### config.mk
export PLATFORM = sky130hd
export DESIGN_NAME = ipc_irq_ctrl
export DESIGN_NICKNAME = d
export VERILOG_FILES = /design/src/core/ipc_irq_ctrl.v /design/src/core/ipc_ret_stack.v
export VERILOG_INCLUDE_DIRS = /design/src /design/src/core
export SDC_FILE = /design/constraint.sdc
export NUM_CORES = 1
export LEC_CHECK = 0
export BUFFER_PORTS_ARGS = -buffer_cell sky130_fd_sc_hd__buf_2
export CAP_MARGIN = 20
export CORE_MARGIN = 8
export CORE_UTILIZATION = 54
export DETAILED_ROUTE_END_ITERATION = 8
export HOLD_SLACK_MARGIN = 0.08
export MAX_ROUTING_LAYER = met4
export PLACE_DENSITY = 0.76
export SLEW_MARGIN = 20
export SYNTH_ARGS = -nofsm -noshare
export SYNTH_HDL_FRONTEND = slang
export SYNTH_SLANG_ARGS = --single-unit
### constraint.sdc
create_clock -name clk_sys -period 5.15 [get_ports clk_sys]
set_clock_uncertainty 0.15 [all_clocks]
set_input_delay 0.2575 -clock clk_sys [delete_from_list [all_inputs] [get_ports clk_sys]]
set_output_delay 0.2575 -clock clk_sys [all_outputs]
set_load 0.01 [all_outputs]
### src/core/ipc_consts.vh
`ifndef IPC_CONSTS_VH
`define IPC_CONSTS_VH

// ==========================================
// Register byte offsets
`define IPC_OFF_PRIO1 8'h00
`define IPC_OFF_PRIO2 8'h04
`define IPC_OFF_PRIO3 8'h08
`define IPC_OFF_RCAUSE 8'h0C
`define IPC_OFF_MAIN 8'h10
`define IPC_OFF_SECOND 8'h14
`define IPC_OFF_THIRD 8'h18
`define IPC_OFF_TMR0CFG 8'h1C
`define IPC_OFF_STATUS 8'h20

// ==========================================
// Reset values and the priority-2 mask
`define IPC_RST_PRIO1 8'hFF
`define IPC_RST_PRIO2 8'hCB
`define IPC_RST_PRIO3 8'hFF
`define IPC_RST_RCAUSE 8'h1C
`define IPC_RST_MAIN 8'h00
`define IPC_RST_SECOND 8'h7F
`define IPC_RST_THIRD 8'hC0
`define IPC_PRIO2_MASK 8'hCB

// ==========================================
// Reset cause control fields
`define IPC_RC_PRIO_EN 7
`define IPC_RC_INSTR 4
`define IPC_RC_WDT 3
`define IPC_RC_PWR_DOWN 2
`define IPC_RC_POR 1
`define IPC_RC_BROWN_OUT 0

// ==========================================
// Main control fields
`define IPC_MC_GLOBAL_EN 7
`define IPC_MC_PERIPH_EN 6
`define IPC_MC_T0_EN 5
`define IPC_MC_X0_EN 4
`define IPC_MC_RB_EN 3
`define IPC_MC_T0_FLAG 2
`define IPC_MC_X0_FLAG 1
`define IPC_MC_RB_FLAG 0

// ==========================================
// Second control fields (edge selects at 6..3 for pins 0..3)
`define IPC_SC_EDGE0 6
`define IPC_SC_T0_PRIO 2
`define IPC_SC_X3_PRIO 1
`define IPC_SC_RB_PRIO 0

// ==========================================
// Third control fields (enables 3..5, flags 0..2 for pins 1..3)
`define IPC_TC_X2_PRIO 7
`define IPC_TC_X1_PRIO 6
`define IPC_TC_EN1 3
`define IPC_TC_FLAG1 0

// ==========================================
// Return stack geometry
`define IPC_STK_DEPTH 31
`define IPC_STK_AW 5
`define IPC_PC_W 21

`endif

### src/core/ipc_irq_ctrl.v
`timescale 1ns/1ps
`default_nettype none
`include "ipc_consts.vh"

module ipc_irq_ctrl (
  input wire clk_sys,
  input wire rstn,
  input wire psel,
  input wire penable,
  input wire pwrite,
  input wire [7:0] paddr,
  input wire [31:0] pwdata,
  output reg [31:0] prdata,
  output reg pready,
  output reg pslverr,
  input wire [7:0] periph_flag_1,
  input wire [7:0] periph_flag_2,
  input wire [7:0] periph_flag_3,
  input wire [7:0] periph_en_1,
  input wire [7:0] periph_en_2,
  input wire [7:0] periph_en_3,
  input wire [3:0] ext_pin,
  input wire [3:0] portb_hi_pin,
  input wire [15:0] timer0_count,
  input wire instr_reset_evt,
  input wire watchdog_timeout_evt,
  input wire sleep_entry_evt,
  input wire watchdog_clear_evt,
  input wire por_evt,
  input wire brown_out_evt,
  input wire core_sleeping,
  input wire irq_taken,
  input wire return_evt,
  input wire [`IPC_PC_W-1:0] return_pc,
  input wire [7:0] working_register,
  input wire [7:0] status_register,
  input wire [3:0] bank_select_register,
  output reg irq_high_r,
  output reg irq_low_r,
  output reg wake_r,
  output reg wake_vector_r,
  output reg [7:0] shadow_working_r,
  output reg [7:0] shadow_status_r,
  output reg [3:0] shadow_bank_r,
  output wire [`IPC_PC_W-1:0] stack_top_r,
  output wire stack_overflow_r
);
  // ==========================================
  // Reset release
  reg [1:0] rst_sync_r;
  wire rst_n = rst_sync_r[1];

  always @(posedge clk_sys or negedge rstn) begin
    if (!rstn) begin
      rst_sync_r <= 2'b00;
    end else begin
      rst_sync_r <= {rst_sync_r[0], 1'b1};
    end
  end

  // ==========================================
  // Registers
  reg [7:0] prio1_r;
  reg [7:0] prio2_r;
  reg [7:0] prio3_r;
  reg [7:0] rcause_r;
  reg [7:0] main_r;
  reg [7:0] second_r;
  reg [7:0] third_r;
  reg t0_wide_r;
  reg [7:0] rcause_nxt;
  reg [7:0] main_nxt;
  reg [7:0] third_nxt;
  reg [31:0] rd_nxt;
  reg map_hit;
  wire [4:0] stack_level;

  wire setup = psel && !penable;
  wire wr_ok = psel && penable && pready && pwrite;
  wire prio_en = rcause_r[`IPC_RC_PRIO_EN];

  // ==========================================
  // Pin synchronisers: eight pins, three stages, accept when 2 and 3 agree
  wire [7:0] pins_in = {portb_hi_pin, ext_pin};
  reg [7:0] pin_s1_r;
  reg [7:0] pin_s2_r;
  reg [7:0] pin_s3_r;
  reg [7:0] pin_q_r;
  reg [7:0] pin_prev_r;
  wire [3:0] ext_edge;

  genvar i;
  generate
    for (i = 0; i < 8; i = i + 1) begin : g_pin
      always @(posedge clk_sys or negedge rst_n) begin
        if (!rst_n) begin
          pin_s1_r[i] <= 1'b0;
          pin_s2_r[i] <= 1'b0;
          pin_s3_r[i] <= 1'b0;
          pin_q_r[i] <= 1'b0;
          pin_prev_r[i] <= 1'b0;
        end else begin
          pin_s1_r[i] <= pins_in[i];
          pin_s2_r[i] <= pin_s1_r[i];
          pin_s3_r[i] <= pin_s2_r[i];
          if (pin_s2_r[i] == pin_s3_r[i]) begin
            pin_q_r[i] <= pin_s3_r[i];
          end
          pin_prev_r[i] <= pin_q_r[i];
        end
      end
      if (i < 4) begin : g_edge
        // Edge select bits run downward from pin 0
        assign ext_edge[i] = second_r[`IPC_SC_EDGE0 - i] ?
          (pin_q_r[i] && !pin_prev_r[i]) :
          (!pin_q_r[i] && pin_prev_r[i]);
      end
    end
  endgenerate

  // Upper port B mismatch; the first cycle after reset compares equal zeros
  wire portb_change = |(pin_q_r[7:4] ^ pin_prev_r[7:4]);

  // ==========================================
  // Timer-0 wrap detect
  reg [15:0] t0_prev_r;
  wire t0_wrap = t0_wide_r ?
    (t0_prev_r == 16'hFFFF && timer0_count == 16'h0000) :
    (t0_prev_r[7:0] == 8'hFF && timer0_count[7:0] == 8'h00);

  // ==========================================
  // Next values: hardware set wins over a software write
  always @* begin
    main_nxt = wr_ok && paddr == `IPC_OFF_MAIN ? pwdata[7:0] : main_r;
    if (t0_wrap) begin
      main_nxt[`IPC_MC_T0_FLAG] = 1'b1;
    end
    if (ext_edge[0]) begin
      main_nxt[`IPC_MC_X0_FLAG] = 1'b1;
    end
    if (portb_change) begin
      main_nxt[`IPC_MC_RB_FLAG] = 1'b1;
    end
    third_nxt = wr_ok && paddr == `IPC_OFF_THIRD ? pwdata[7:0] : third_r;
    third_nxt[`IPC_TC_FLAG1 +: 3] = third_nxt[`IPC_TC_FLAG1 +: 3] | ext_edge[3:1];
    rcause_nxt = rcause_r;
    if (wr_ok && paddr == `IPC_OFF_RCAUSE) begin
      rcause_nxt[`IPC_RC_PRIO_EN] = pwdata[`IPC_RC_PRIO_EN];
      rcause_nxt[`IPC_RC_INSTR] = pwdata[`IPC_RC_INSTR];
      rcause_nxt[`IPC_RC_POR] = pwdata[`IPC_RC_POR];
      rcause_nxt[`IPC_RC_BROWN_OUT] = pwdata[`IPC_RC_BROWN_OUT];
    end
    // Cause flags are active low: an event clears, watchdog clear sets the WDT and power-down flags
    if (watchdog_clear_evt) begin
      rcause_nxt[`IPC_RC_WDT] = 1'b1;
      rcause_nxt[`IPC_RC_PWR_DOWN] = 1'b1;
    end
    if (instr_reset_evt) begin
      rcause_nxt[`IPC_RC_INSTR] = 1'b0;
    end
    if (watchdog_timeout_evt) begin
      rcause_nxt[`IPC_RC_WDT] = 1'b0;
    end
    if (sleep_entry_evt) begin
      rcause_nxt[`IPC_RC_PWR_DOWN] = 1'b0;
    end
    if (por_evt) begin
      rcause_nxt[`IPC_RC_POR] = 1'b0;
    end
    if (brown_out_evt) begin
      rcause_nxt[`IPC_RC_BROWN_OUT] = 1'b0;
    end
    rcause_nxt[6:5] = 2'b00;
  end

  always @(posedge clk_sys or negedge rst_n) begin
    if (!rst_n) begin
      prio1_r <= `IPC_RST_PRIO1;
      prio2_r <= `IPC_RST_PRIO2;
      prio3_r <= `IPC_RST_PRIO3;
      rcause_r <= `IPC_RST_RCAUSE;
      main_r <= `IPC_RST_MAIN;
      second_r <= `IPC_RST_SECOND;
      third_r <= `IPC_RST_THIRD;
      t0_wide_r <= 1'b0;
      t0_prev_r <= 16'h0000;
    end else begin
      if (wr_ok && paddr == `IPC_OFF_PRIO1) begin
        prio1_r <= pwdata[7:0];
      end
      if (wr_ok && paddr == `IPC_OFF_PRIO2) begin
        prio2_r <= pwdata[7:0] & `IPC_PRIO2_MASK;
      end
      if (wr_ok && paddr == `IPC_OFF_PRIO3) begin
        prio3_r <= pwdata[7:0];
      end
      if (wr_ok && paddr == `IPC_OFF_SECOND) begin
        second_r <= {1'b0, pwdata[6:0]};
      end
      if (wr_ok && paddr == `IPC_OFF_TMR0CFG) begin
        t0_wide_r <= pwdata[0];
      end
      rcause_r <= rcause_nxt;
      main_r <= main_nxt;
      third_r <= third_nxt;
      t0_prev_r <= timer0_count;
    end
  end

  // ==========================================
  // Request routing
  wire [7:0] p1_act = periph_flag_1 & periph_en_1;
  wire [7:0] p2_act = periph_flag_2 & periph_en_2 & `IPC_PRIO2_MASK;
  wire [7:0] p3_act = periph_flag_3 & periph_en_3;
  wire x0_act = main_r[`IPC_MC_X0_FLAG] && main_r[`IPC_MC_X0_EN];
  wire [2:0] x_act = third_r[`IPC_TC_FLAG1 +: 3] & third_r[`IPC_TC_EN1 +: 3];
  wire t0_act = main_r[`IPC_MC_T0_FLAG] && main_r[`IPC_MC_T0_EN];
  wire rb_act = main_r[`IPC_MC_RB_FLAG] && main_r[`IPC_MC_RB_EN];
  wire [2:0] x_prio = {second_r[`IPC_SC_X3_PRIO], third_r[`IPC_TC_X2_PRIO],
                       third_r[`IPC_TC_X1_PRIO]};

  wire per_hi = |(p1_act & prio1_r) | |(p2_act & prio2_r) | |(p3_act & prio3_r);
  wire per_lo = |(p1_act & ~prio1_r) | |(p2_act & ~prio2_r) | |(p3_act & ~prio3_r);
  wire core_hi = x0_act | |(x_act & x_prio) |
                 (t0_act & second_r[`IPC_SC_T0_PRIO]) |
                 (rb_act & second_r[`IPC_SC_RB_PRIO]);
  wire core_lo = |(x_act & ~x_prio) |
                 (t0_act & ~second_r[`IPC_SC_T0_PRIO]) |
                 (rb_act & ~second_r[`IPC_SC_RB_PRIO]);
  wire core_any = x0_act | (|x_act) | t0_act | rb_act;
  wire per_any = (|p1_act) | (|p2_act) | (|p3_act);
  wire global_irq_enable = main_r[`IPC_MC_GLOBAL_EN];
  wire peripheral_irq_enable = main_r[`IPC_MC_PERIPH_EN];
  // With levels on, bit 6 gates the whole low level instead of peripherals
  wire hi_nxt = prio_en ? (global_irq_enable & (core_hi | per_hi)) :
                (global_irq_enable & (core_any | (peripheral_irq_enable & per_any)));
  wire lo_nxt = prio_en & global_irq_enable & peripheral_irq_enable & (core_lo | per_lo);
  wire ext_wake = x0_act | (|x_act);

  always @(posedge clk_sys or negedge rst_n) begin
    if (!rst_n) begin
      irq_high_r <= 1'b0;
      irq_low_r <= 1'b0;
      wake_r <= 1'b0;
      wake_vector_r <= 1'b0;
    end else begin
      irq_high_r <= hi_nxt;
      irq_low_r <= lo_nxt;
      wake_r <= core_sleeping && ext_wake;
      wake_vector_r <= core_sleeping && ext_wake && global_irq_enable;
    end
  end

  // ==========================================
  // Context saving
  always @(posedge clk_sys or negedge rst_n) begin
    if (!rst_n) begin
      shadow_working_r <= 8'h00;
      shadow_status_r <= 8'h00;
      shadow_bank_r <= 4'h0;
    end else if (irq_taken) begin
      shadow_working_r <= working_register;
      shadow_status_r <= status_register;
      shadow_bank_r <= bank_select_register;
    end
  end

  ipc_ret_stack u_stack (
    .clk_sys(clk_sys),
    .rst_n(rst_n),
    .push(irq_taken),
    .pop(return_evt),
    .push_data(return_pc),
    .top_r(stack_top_r),
    .level_r(stack_level),
    .overflow_r(stack_overflow_r)
  );

  // ==========================================
  // APB slave: answers in the first access cycle
  // Read data are latched at setup, so no wait state is ever inserted;
  // the price is that a read shows the register one cycle before access
  always @* begin
    rd_nxt = 32'h0000_0000;
    map_hit = 1'b1;
    case (paddr)
      `IPC_OFF_PRIO1: rd_nxt[7:0] = prio1_r;
      `IPC_OFF_PRIO2: rd_nxt[7:0] = prio2_r & `IPC_PRIO2_MASK;
      `IPC_OFF_PRIO3: rd_nxt[7:0] = prio3_r;
      `IPC_OFF_RCAUSE: rd_nxt[7:0] = rcause_r;
      `IPC_OFF_MAIN: rd_nxt[7:0] = main_r;
      `IPC_OFF_SECOND: rd_nxt[7:0] = second_r;
      `IPC_OFF_THIRD: rd_nxt[7:0] = third_r;
      `IPC_OFF_TMR0CFG: rd_nxt[0] = t0_wide_r;
      `IPC_OFF_STATUS: rd_nxt[8:0] = {stack_overflow_r, stack_level, wake_r,
                                      irq_low_r, irq_high_r};
      default: map_hit = 1'b0;
    endcase
  end

  always @(posedge clk_sys or negedge rst_n) begin
    if (!rst_n) begin
      prdata <= 32'h0000_0000;
      pready <= 1'b0;
      pslverr <= 1'b0;
    end else begin
      pready <= setup;
      if (setup) begin
        prdata <= pwrite ? 32'h0000_0000 : rd_nxt;
        pslverr <= !map_hit || (pwrite && paddr == `IPC_OFF_STATUS);
      end else if (pready) begin
        pslverr <= 1'b0;
      end
    end
  end
endmodule // ipc_irq_ctrl

`default_nettype wire

### src/core/ipc_ret_stack.v
`timescale 1ns/1ps
`default_nettype none
`include "ipc_consts.vh"

module ipc_ret_stack (
  input wire clk_sys,
  input wire rst_n,
  input wire push,
  input wire pop,
  input wire [`IPC_PC_W-1:0] push_data,
  output reg [`IPC_PC_W-1:0] top_r,
  output reg [`IPC_STK_AW-1:0] level_r,
  output reg overflow_r
);
  reg [`IPC_PC_W-1:0] mem [0:`IPC_STK_DEPTH-1];
  wire full = (level_r == `IPC_STK_DEPTH);
  wire [`IPC_STK_AW-1:0] below = level_r - 5'h2;

  // A push onto a full stack is dropped; the flag stays until reset
  always @(posedge clk_sys) begin
    if (push && !full) begin
      mem[level_r] <= push_data;
    end
  end

  always @(posedge clk_sys or negedge rst_n) begin
    if (!rst_n) begin
      top_r <= 21'h0_0000;
      level_r <= 5'h0;
      overflow_r <= 1'b0;
    end else if (push) begin
      if (full) begin
        overflow_r <= 1'b1;
      end else begin
        top_r <= push_data;
        level_r <= level_r + 5'h1;
      end
    end else if (pop && level_r != 5'h0) begin
      level_r <= level_r - 5'h1;
      top_r <= (level_r > 5'h1) ? mem[below] : 21'h0_0000;
    end
  end
endmodule // ipc_ret_stack

`default_nettype wire

==> results by group, run 1 <==
Synth
  • Synth Flop Type: edfxtp_1
  • Syn Area/Cell: 18.08 um^2
  • Cells after Synth: 1814
  • Count leader, synth: edfxtp_1
  • Yosys top cell area share: 0.5959
  • Post-synth cell types: 74
  • Top cell type by total area after synthesis: edfxtp_1
  • Seq/Total Area, Yosys: 0.7277
  • Number of synthesized flops with an enable pin: 651
  • Post-Syn Area: 32800 um^2
  • Synth cell count leaders: edfxtp_1, mux4_2, dfrtp_1, nand2_1, nor2_1
  • Syn. warnings: 0
  • Async S/R FF share, synth: 0.2080
  • Synth Register Bits: 822
  • Largest cells by area after synthesis: edfxtp_1, dfrtp_1, mux4_2

Floorplan
  • FP Rows: 90
  • DIE AREA: 68890 um^2
  • DIE HEIGHT: 262.5 um
  • Die Width: 262.5 um
  • Initial Utilization: 0.5445
  • Core ar.: 60250 um^2
  • Io pins: 247

STA
  • Final worst path period need: 4.011 ns
  • Pins Over Slew Limit: 0
  • Hold Slack: 0.1157 ns
  • RSZ-0062 raised after global routing: false
  • Slew @ Worst Pin: 1.060 ns
  • Period utilisation layout: 0.7789
  • Final setup viols: 0
  • Slew margin rel.: 0.2933
  • Final setup TNS: 0 ns
  • Peak Freq: 249.3 MHz
  • Hold Vio Cnt, Final: 0

Run status
  • Status: complete, no violations

Layout
  • Final core occ: 0.6384
  • Filler cells: 4078
  • Layout cells sized above 1: 0.2983
  • Nets: 2326
  • Post-route insts no fill: 3000
  • Area delta synth->final: 17.24%

GRT
  • First-pass GRT wire length: 121.6 mm
  • Grt total ovfl: 0
  • Largest net degree at the start of global routing: 112
  • Gr usage total: 0.2373
  • Number of global-route vias before repair: 19320
  • Initial antenna violation count: 2

Placed design
  • Inst Count DP: 2744
  • PortBufs: 193
  • Routability cong.: 0.9531
  • Detailed Place HPWL: 49.10 mm

Routing
  • Drt initial violations: 1767
  • Pre-Repair DR Iteration Count: 5
  • Routed Antenna Nets: 0
  • Vias/cell: 6.169
  • Final WL: 80.33 mm
  • Routed len/inst: 26.78 um
  • Via Count: 18510
  • Residual DRC: 0

Critical path
  • CP Launch Type: register
  • Worst EP required: 5.49 ns
  • Worst path arrival time: 4.35 ns
  • Critical Setup Path Class: register to register
  • Endpoint class of the critical path: register
  • Critical-path maximum fanout: 62

Clock tree
  • CTS tree: yes
  • Clock root cell: clkbuf_16
  • Maximum root-to-sink buffer count: 3
  • Clk sink count: 822
  • TritonCTS Buffers: 84
  • # H-tree levels: 3
  • CTS resizes: 0
  • Clk Latency, worst-skew pair: 0.63 ns
  • Clk pin slew, worst setup/hold paths: 0.06 ns

Job
  • Max-cap check violation count: 0

Power
  • Total chip power: 0.01971 W
  • Power density over the cells: 512.5 nW/um^2
  • Pleak: 13.59 nW
  • Max rail drop VDD: 0.0004205 V

Min path
  • Worst Hold Class: register to asynchronous set/reset pin
-- metrics by stage --
stage / setup slack (ns) / instance area (um^2)
global route: 0.9200 / 38460
CTS: 1.113 / 38430
global placement: 1.293 / 34740
finish: 1.139 / 38460
floorplan: 1.961 / 32890
detailed placement: 1.226 / 34740
-- cells by family (layout without fill, tap and decap cells) --
group / count (synthesis) / after routing / synth area share
buffers and inverters: 120 / 500 / 0.01953
multiplexers: 290 / 290 / 0.1477
other: 2 / 26 / 0.0002289
flip-flops: 822 / 822 / 0.7277
adder cells (fa/ha/maj): 17 / 17 / 0.005874
XOR/XNOR: 11 / 11 / 0.003166
AND/OR/NAND/NOR: 372 / 372 / 0.05371
AO/OA/AOI/OAI: 180 / 180 / 0.04215
-- state kept, by name, indices dropped and copies added (netlist names), 9 cells and up --
| register | flops |
|---|---|
| t0_prev_r | 16 |
| prdata | 9 |
| u_stack.mem | 651 |
| u_stack.top_r | 21 |
-- critical path: stages, from the launching register on --
cell	delay, ns
dfrtp_4	0.89
inv_1	0.33
ha_4	0.80
buf_12	0.41
mux4_2	0.40
mux2i_1	0.33
o21ai_0	0.17
nor3_1	0.22
a311oi_1	0.09
-- worst paths after layout --
kind | startpoint | endpoint | slack [ns] | depth (start not counted)
max | u_stack.level_r[1]$_DFFE_PN0P_ | u_stack.top_r[3]$_DFFE_PN0P_ | 1.14 | 8
min | rst_sync_r[1]$_DFF_PN0_ | pin_s2_r[5]$_DFF_PN0_ | 0.12 | 0
max reg2reg | u_stack.level_r[1]$_DFFE_PN0P_ | u_stack.top_r[3]$_DFFE_PN0P_ | 1.14 | 8
min reg2reg | rst_sync_r[1]$_DFF_PN0_ | pin_s2_r[5]$_DFF_PN0_ | 0.12 | 0
max in group asynchronous | rst_sync_r[1]$_DFF_PN0_ | prio1_r[4]$_DFFE_PN1P_ | 3.84 | 1
min in group clk_sys | paddr[6] | main_r[2]$_DFFE_PN0P_ | 0.12 | 5
-- power breakdown --
part	internal, W	switching (W)
clock network	0.00335	0.00251
registers	0.00766	0.000401
logic	0.00254	0.00325
total	0.0135	0.00616
-- per-layer routing --
metal  wire (um)  GRT usage
met5           0          -
met4        2457    0.07170
met3        6922    0.05398
met2       39340     0.3785
met1       31610     0.3057
-- placed cells by master, fill, tap and decap left out, types with 5 or more instances in the layout --
master,count
a211oi_1,42
a21oi_1,8
a22o_1,8
a22oi_1,9
a311oi_1,21
a31o_1,11
a31o_2,10
and2_1,5
and3_1,9
buf_2,193
buf_4,43
bufinv_16,5
clkbuf_1,28
clkbuf_16,84
clkinv_1,12
clkinv_2,11
conb_1,24
dfrtp_1,135
dfstp_2,33
dlygate4sd3_1,101
edfxtp_1,651
ha_1,8
inv_1,5
maj3_1,8
mux2_2,62
mux2i_1,79
mux4_2,149
nand2_1,124
nand3_1,30
nand4_1,16
nor2_1,65
nor2_2,31
nor2b_1,6
nor3_1,50
o211ai_1,6
o21ai_0,24
o22ai_1,9
or3_1,6
xnor2_1,5
-- layout make-up --
class / count / area, um^2 / share of cell area
flip-flops and latches: 822 / 23880 / 0.6209
multi-input cells: 894 / 8488 / 0.2207
diodes: 2 / 5.005 / 0.0001301
repair buffers: 342 / 2407 / 0.06259
clock inverters: 37 / 427.9 / 0.01113
clock buffers: 115 / 2248 / 0.05846
inverters: 6 / 23.77 / 0.0006181
well taps: 782 / 978.4 / 0.02544
-- timing repair --
item | 4_1_cts | 5_1_grt
setup buffers | 0 | 0
hold buffers | 101 | 0
endpoints found under the hold margin | 786 | 0
No activity file was read; power rests on OpenSTA's default activity.
==> run 2: changes to the inputs <==
Settings changed: CORE_UTILIZATION 54 to 60, PLACE_DENSITY 0.76 to 0.8.
Clock period 5.15 ns to 3.88 ns, I/O delays scaled along.
==> run 2 against run 1 <==
  * Hold slack better by 0.012 ns
  * Clock power increased by 40%
  * Global-route usage increased by 3.9 points
  * Design area is 1.3% higher
  * Critical path depth is 1 higher
  * First-iteration DRC count rose by 11%
  * Count of clock-buffer cells in the layout fell by 7
  * Flip-flop and latch count unchanged
  * Largest power group unchanged
==> results by group, run 2 (same netlist as run 1, synthesis figures left out) <==
Run status
  • Status: complete, no violations

Placed design
  • Worst slack, placed: 0.6309 ns (-0.5946 ns)
  • Detailed Place HPWL: 50.49 mm (+2.8%)
  • PortBufs: 193 (unchanged)
  • Routability cong.: 0.9388 (-1.5%)

Power
  • Sw Ratio: 0.3127 (about the same)
  • Internal power: 0.01846 W (+36%)
  • Power density over the cells: 689.4 nW/um^2 (+35%)
  • Clk pwr share: 0.306 (+0.009)
  • Pleak: 13.92 nW (+2.4%)
  • Total chip power: 0.02685 W (+36%)
  • Switching power: 0.008397 W (+36%)
  • Sequential Power Share: 0.392 (-0.017)
  • Comb pwr share: 0.302 (+0.008)
  • Max rail drop VDD: 0.0005859 V (+39%)

Routing
  • Final WL: 83.84 mm (+4.4%)
  • Vias/cell: 6.442 (+4.4%)
  • Top routing layer in use: met4
  • Routed len/inst: 28.30 um (+5.7%)
  • Met2 routed WL: 42.59 mm (+8.2%)
  • M1 WL: 31.19 mm (-1.3%)
  • Drt initial violations: 1960 (+11%)
  • Residual DRC: 0 (unchanged)
  • Routed Antenna Nets: 0 (unchanged)
  • Pre-Repair DR Iteration Count: 7 (+2)
  • Via Count: 19090 (+3.1%)
  • WL met3: 7.187 mm (+3.8%)

STA
  • Final setup TNS: 0 ns (unchanged)
  • Pins Over Slew Limit: 0 (unchanged)
  • Slew margin rel.: 0.3227 (+0.02940)
  • Slew @ Worst Pin: 1.016 ns (-0.04410 ns)
  • Final worst path period need: 3.786 ns
  • Final setup viols: 0 (unchanged)
  • Peak Freq: 264.1 MHz
  • Hold Vio Cnt, Final: 0 (unchanged)
  • RSZ-0062 raised after global routing: false
  • Period utilisation layout: 0.9758
  • Final worst slack: 0.09392 ns (-1.045 ns)

Layout
  • Top reg by flops: u_stack.mem
  • Most frequent cells in the layout: edfxtp_1, buf_2, mux4_2
  • Nets: 2374 (+2.1%)
  • Number of flip-flops in the largest register: 651 (unchanged)
  • Layout cells sized above 1: 0.3071 (+0.008864)
  • Sequential standard cell area: 23880 um^2 (unchanged)
  • Area delta synth->final: 18.75%
  • Most common cell after layout, fill and taps aside: edfxtp_1
  • Filler cells: 3174 (-22%)
  • Regs by FF count: u_stack.mem: 651 flops, u_stack.top_r: 21 flops, t0_prev_r: 16 flops
  • Area of the multi-input gates: 8488 um^2 (unchanged)

Critical path
  • CP delay by family, top: buffers and inverters
  • Worst path arrival time: 4.19 ns (-0.16 ns)
  • CP dominant cell by count: dlygate4sd3_1
  • Worst path max stage delay: 0.67 ns (-0.22 ns)
  • Worst Path Buf+Inv: 5 (+3)
  • Critical Setup Path Class: input pin to register
  • CP Launch Type: input pin
  • Worst r2r path cells: 7 (-1)
  • Crit path depth: 9 (+1)
  • Crit path cell chain: dlygate4sd3_1 > buf_2 > or4b_4 > dlygate4sd3_1 > nor4_4 > nand2_1 > dlygate4sd3_1 > nand3_1 > dlygate4sd3_1
  • Critical-path maximum fanout: 11 (-82%)
  • Crit-path slowest cell: nor4_4
  • Worst EP required: 4.28 ns (-1.21 ns)
  • Endpoint class of the critical path: register

Clock tree
  • Maximum root-to-sink buffer count: 3 (unchanged)
  • # H-tree levels: 3 (unchanged)
  • Clk Latency, worst-skew pair: 0.64 ns (about the same)
  • CTS tree: yes
  • TritonCTS Buffers: 82 (-2.4%)
  • Clk sink count: 822 (unchanged)
  • Post-CTS Setup Bufs: 0 (unchanged)
  • Clk pin slew, worst setup/hold paths: 0.06 ns (about the same)
  • Clock root cell: clkbuf_16

Floorplan
  • DIE AREA: 62410 um^2 (-9.4%)
  • Io pins: 247 (unchanged)
  • Core ar.: 53920 um^2 (-10%)
  • DIE HEIGHT: 249.8 um (-4.8%)
  • Die Width: 249.8 um (-4.8%)
  • Initial Utilization: 0.6084 (+0.06387)
  • FP Rows: 85 (-5.6%)

Min path
  • Worst Hold Class: input pin to register
  • Min-Delay Path Depth: 4

Job
  • Max-cap check violation count: 0 (unchanged)

GRT
  • Grt total ovfl: 0 (unchanged)
  • Gr usage total: 0.2765 (+0.03921)
  • Initial antenna violation count: 1 (-1)
  • Number of global-route vias before repair: 20100 (+4.0%)
  • Largest net degree at the start of global routing: 170 (+52%)
  • First-pass GRT wire length: 126.8 mm (+4.3%)
==> run 2: per-layer routing <==
metal  GRT usage  vias to the layer above
li1            -                     7986
met1      0.3417                     9753
met2      0.4610                     1163
met3     0.05155                      186
met4     0.09466                        0
met5           -                        -
==> run 2: through the flow <==
stage	std cells	hold slack, ns	cell area, um^2	util
after floorplan	1836	-0.2516	32890	-
final	2963	0.1276	38950	0.7224
after detailed placement	2675	-0.1657	34770	0.6449
after CTS	2961	0.08069	38940	0.7222
after global placement	2675	-0.1672	34770	0.6449
after global routing	2963	0.1153	38950	0.7224
==> run 2: path summary, 6_finish.rpt <==
kind | from | endpoint | slack (ns)
worst max-delay path | paddr[4] | main_r[2]$_DFFE_PN0P_ | 0.09
worst min register to register | pin_s1_r[2]$_DFF_PN0_ | pin_s2_r[2]$_DFF_PN0_ | 0.20
worst min-delay path | irq_taken | u_stack.level_r[0]$_DFFE_PN0P_ | 0.13
worst max register to register | u_stack.level_r[0]$_DFFE_PN0P_ | u_stack.mem[9][0]$_DFFE_PP_ | 0.53
min in group asynchronous | rstn | rst_sync_r[1]$_DFF_PN0_ | 0.30
max in group asynchronous | rst_sync_r[1]$_DFF_PN0_ | u_stack.level_r[0]$_DFFE_PN0P_ | 2.47
==> run 2: cell type report <==
class / count / area share
flip-flops and latches: 822 / 0.6130
inverters: 6 / 0.0006103
diodes: 1 / 0.00006424
multi-input cells: 894 / 0.2179
repair buffers: 392 / 0.07343
clock inverters: 44 / 0.01458
clock buffers: 108 / 0.05801
well taps: 696 / 0.02236
==> run 2: what timing repair did <==
item | 4_1_cts | 5_1_grt
hold buffers | 134 | 1
setup endpoints to repair | 0 | 0
hold endpoints to repair | 788 | 1
resized for setup | 0 | 0
==> run 2: power by group through the flow <==
stage	Combinational, W	Clock, W	Sequential [W]
3_3_place_gp	0.00764	0	0.0106
2_1_floorplan	0.00543	0	0.0106
3_5_place_dp	0.00786	0	0.0107
5_1_grt	0.00864	0.00865	0.0106
6_report	0.00812	0.00821	0.0105
4_1_cts	0.00808	0.00828	0.0105
==> run 2: tightest hold or removal path, delay by kind of cell <==
kind            cells  cell delay [ns]
compound gates      1             0.18
buf+inv             2             0.33
xor+xnor            1             0.16
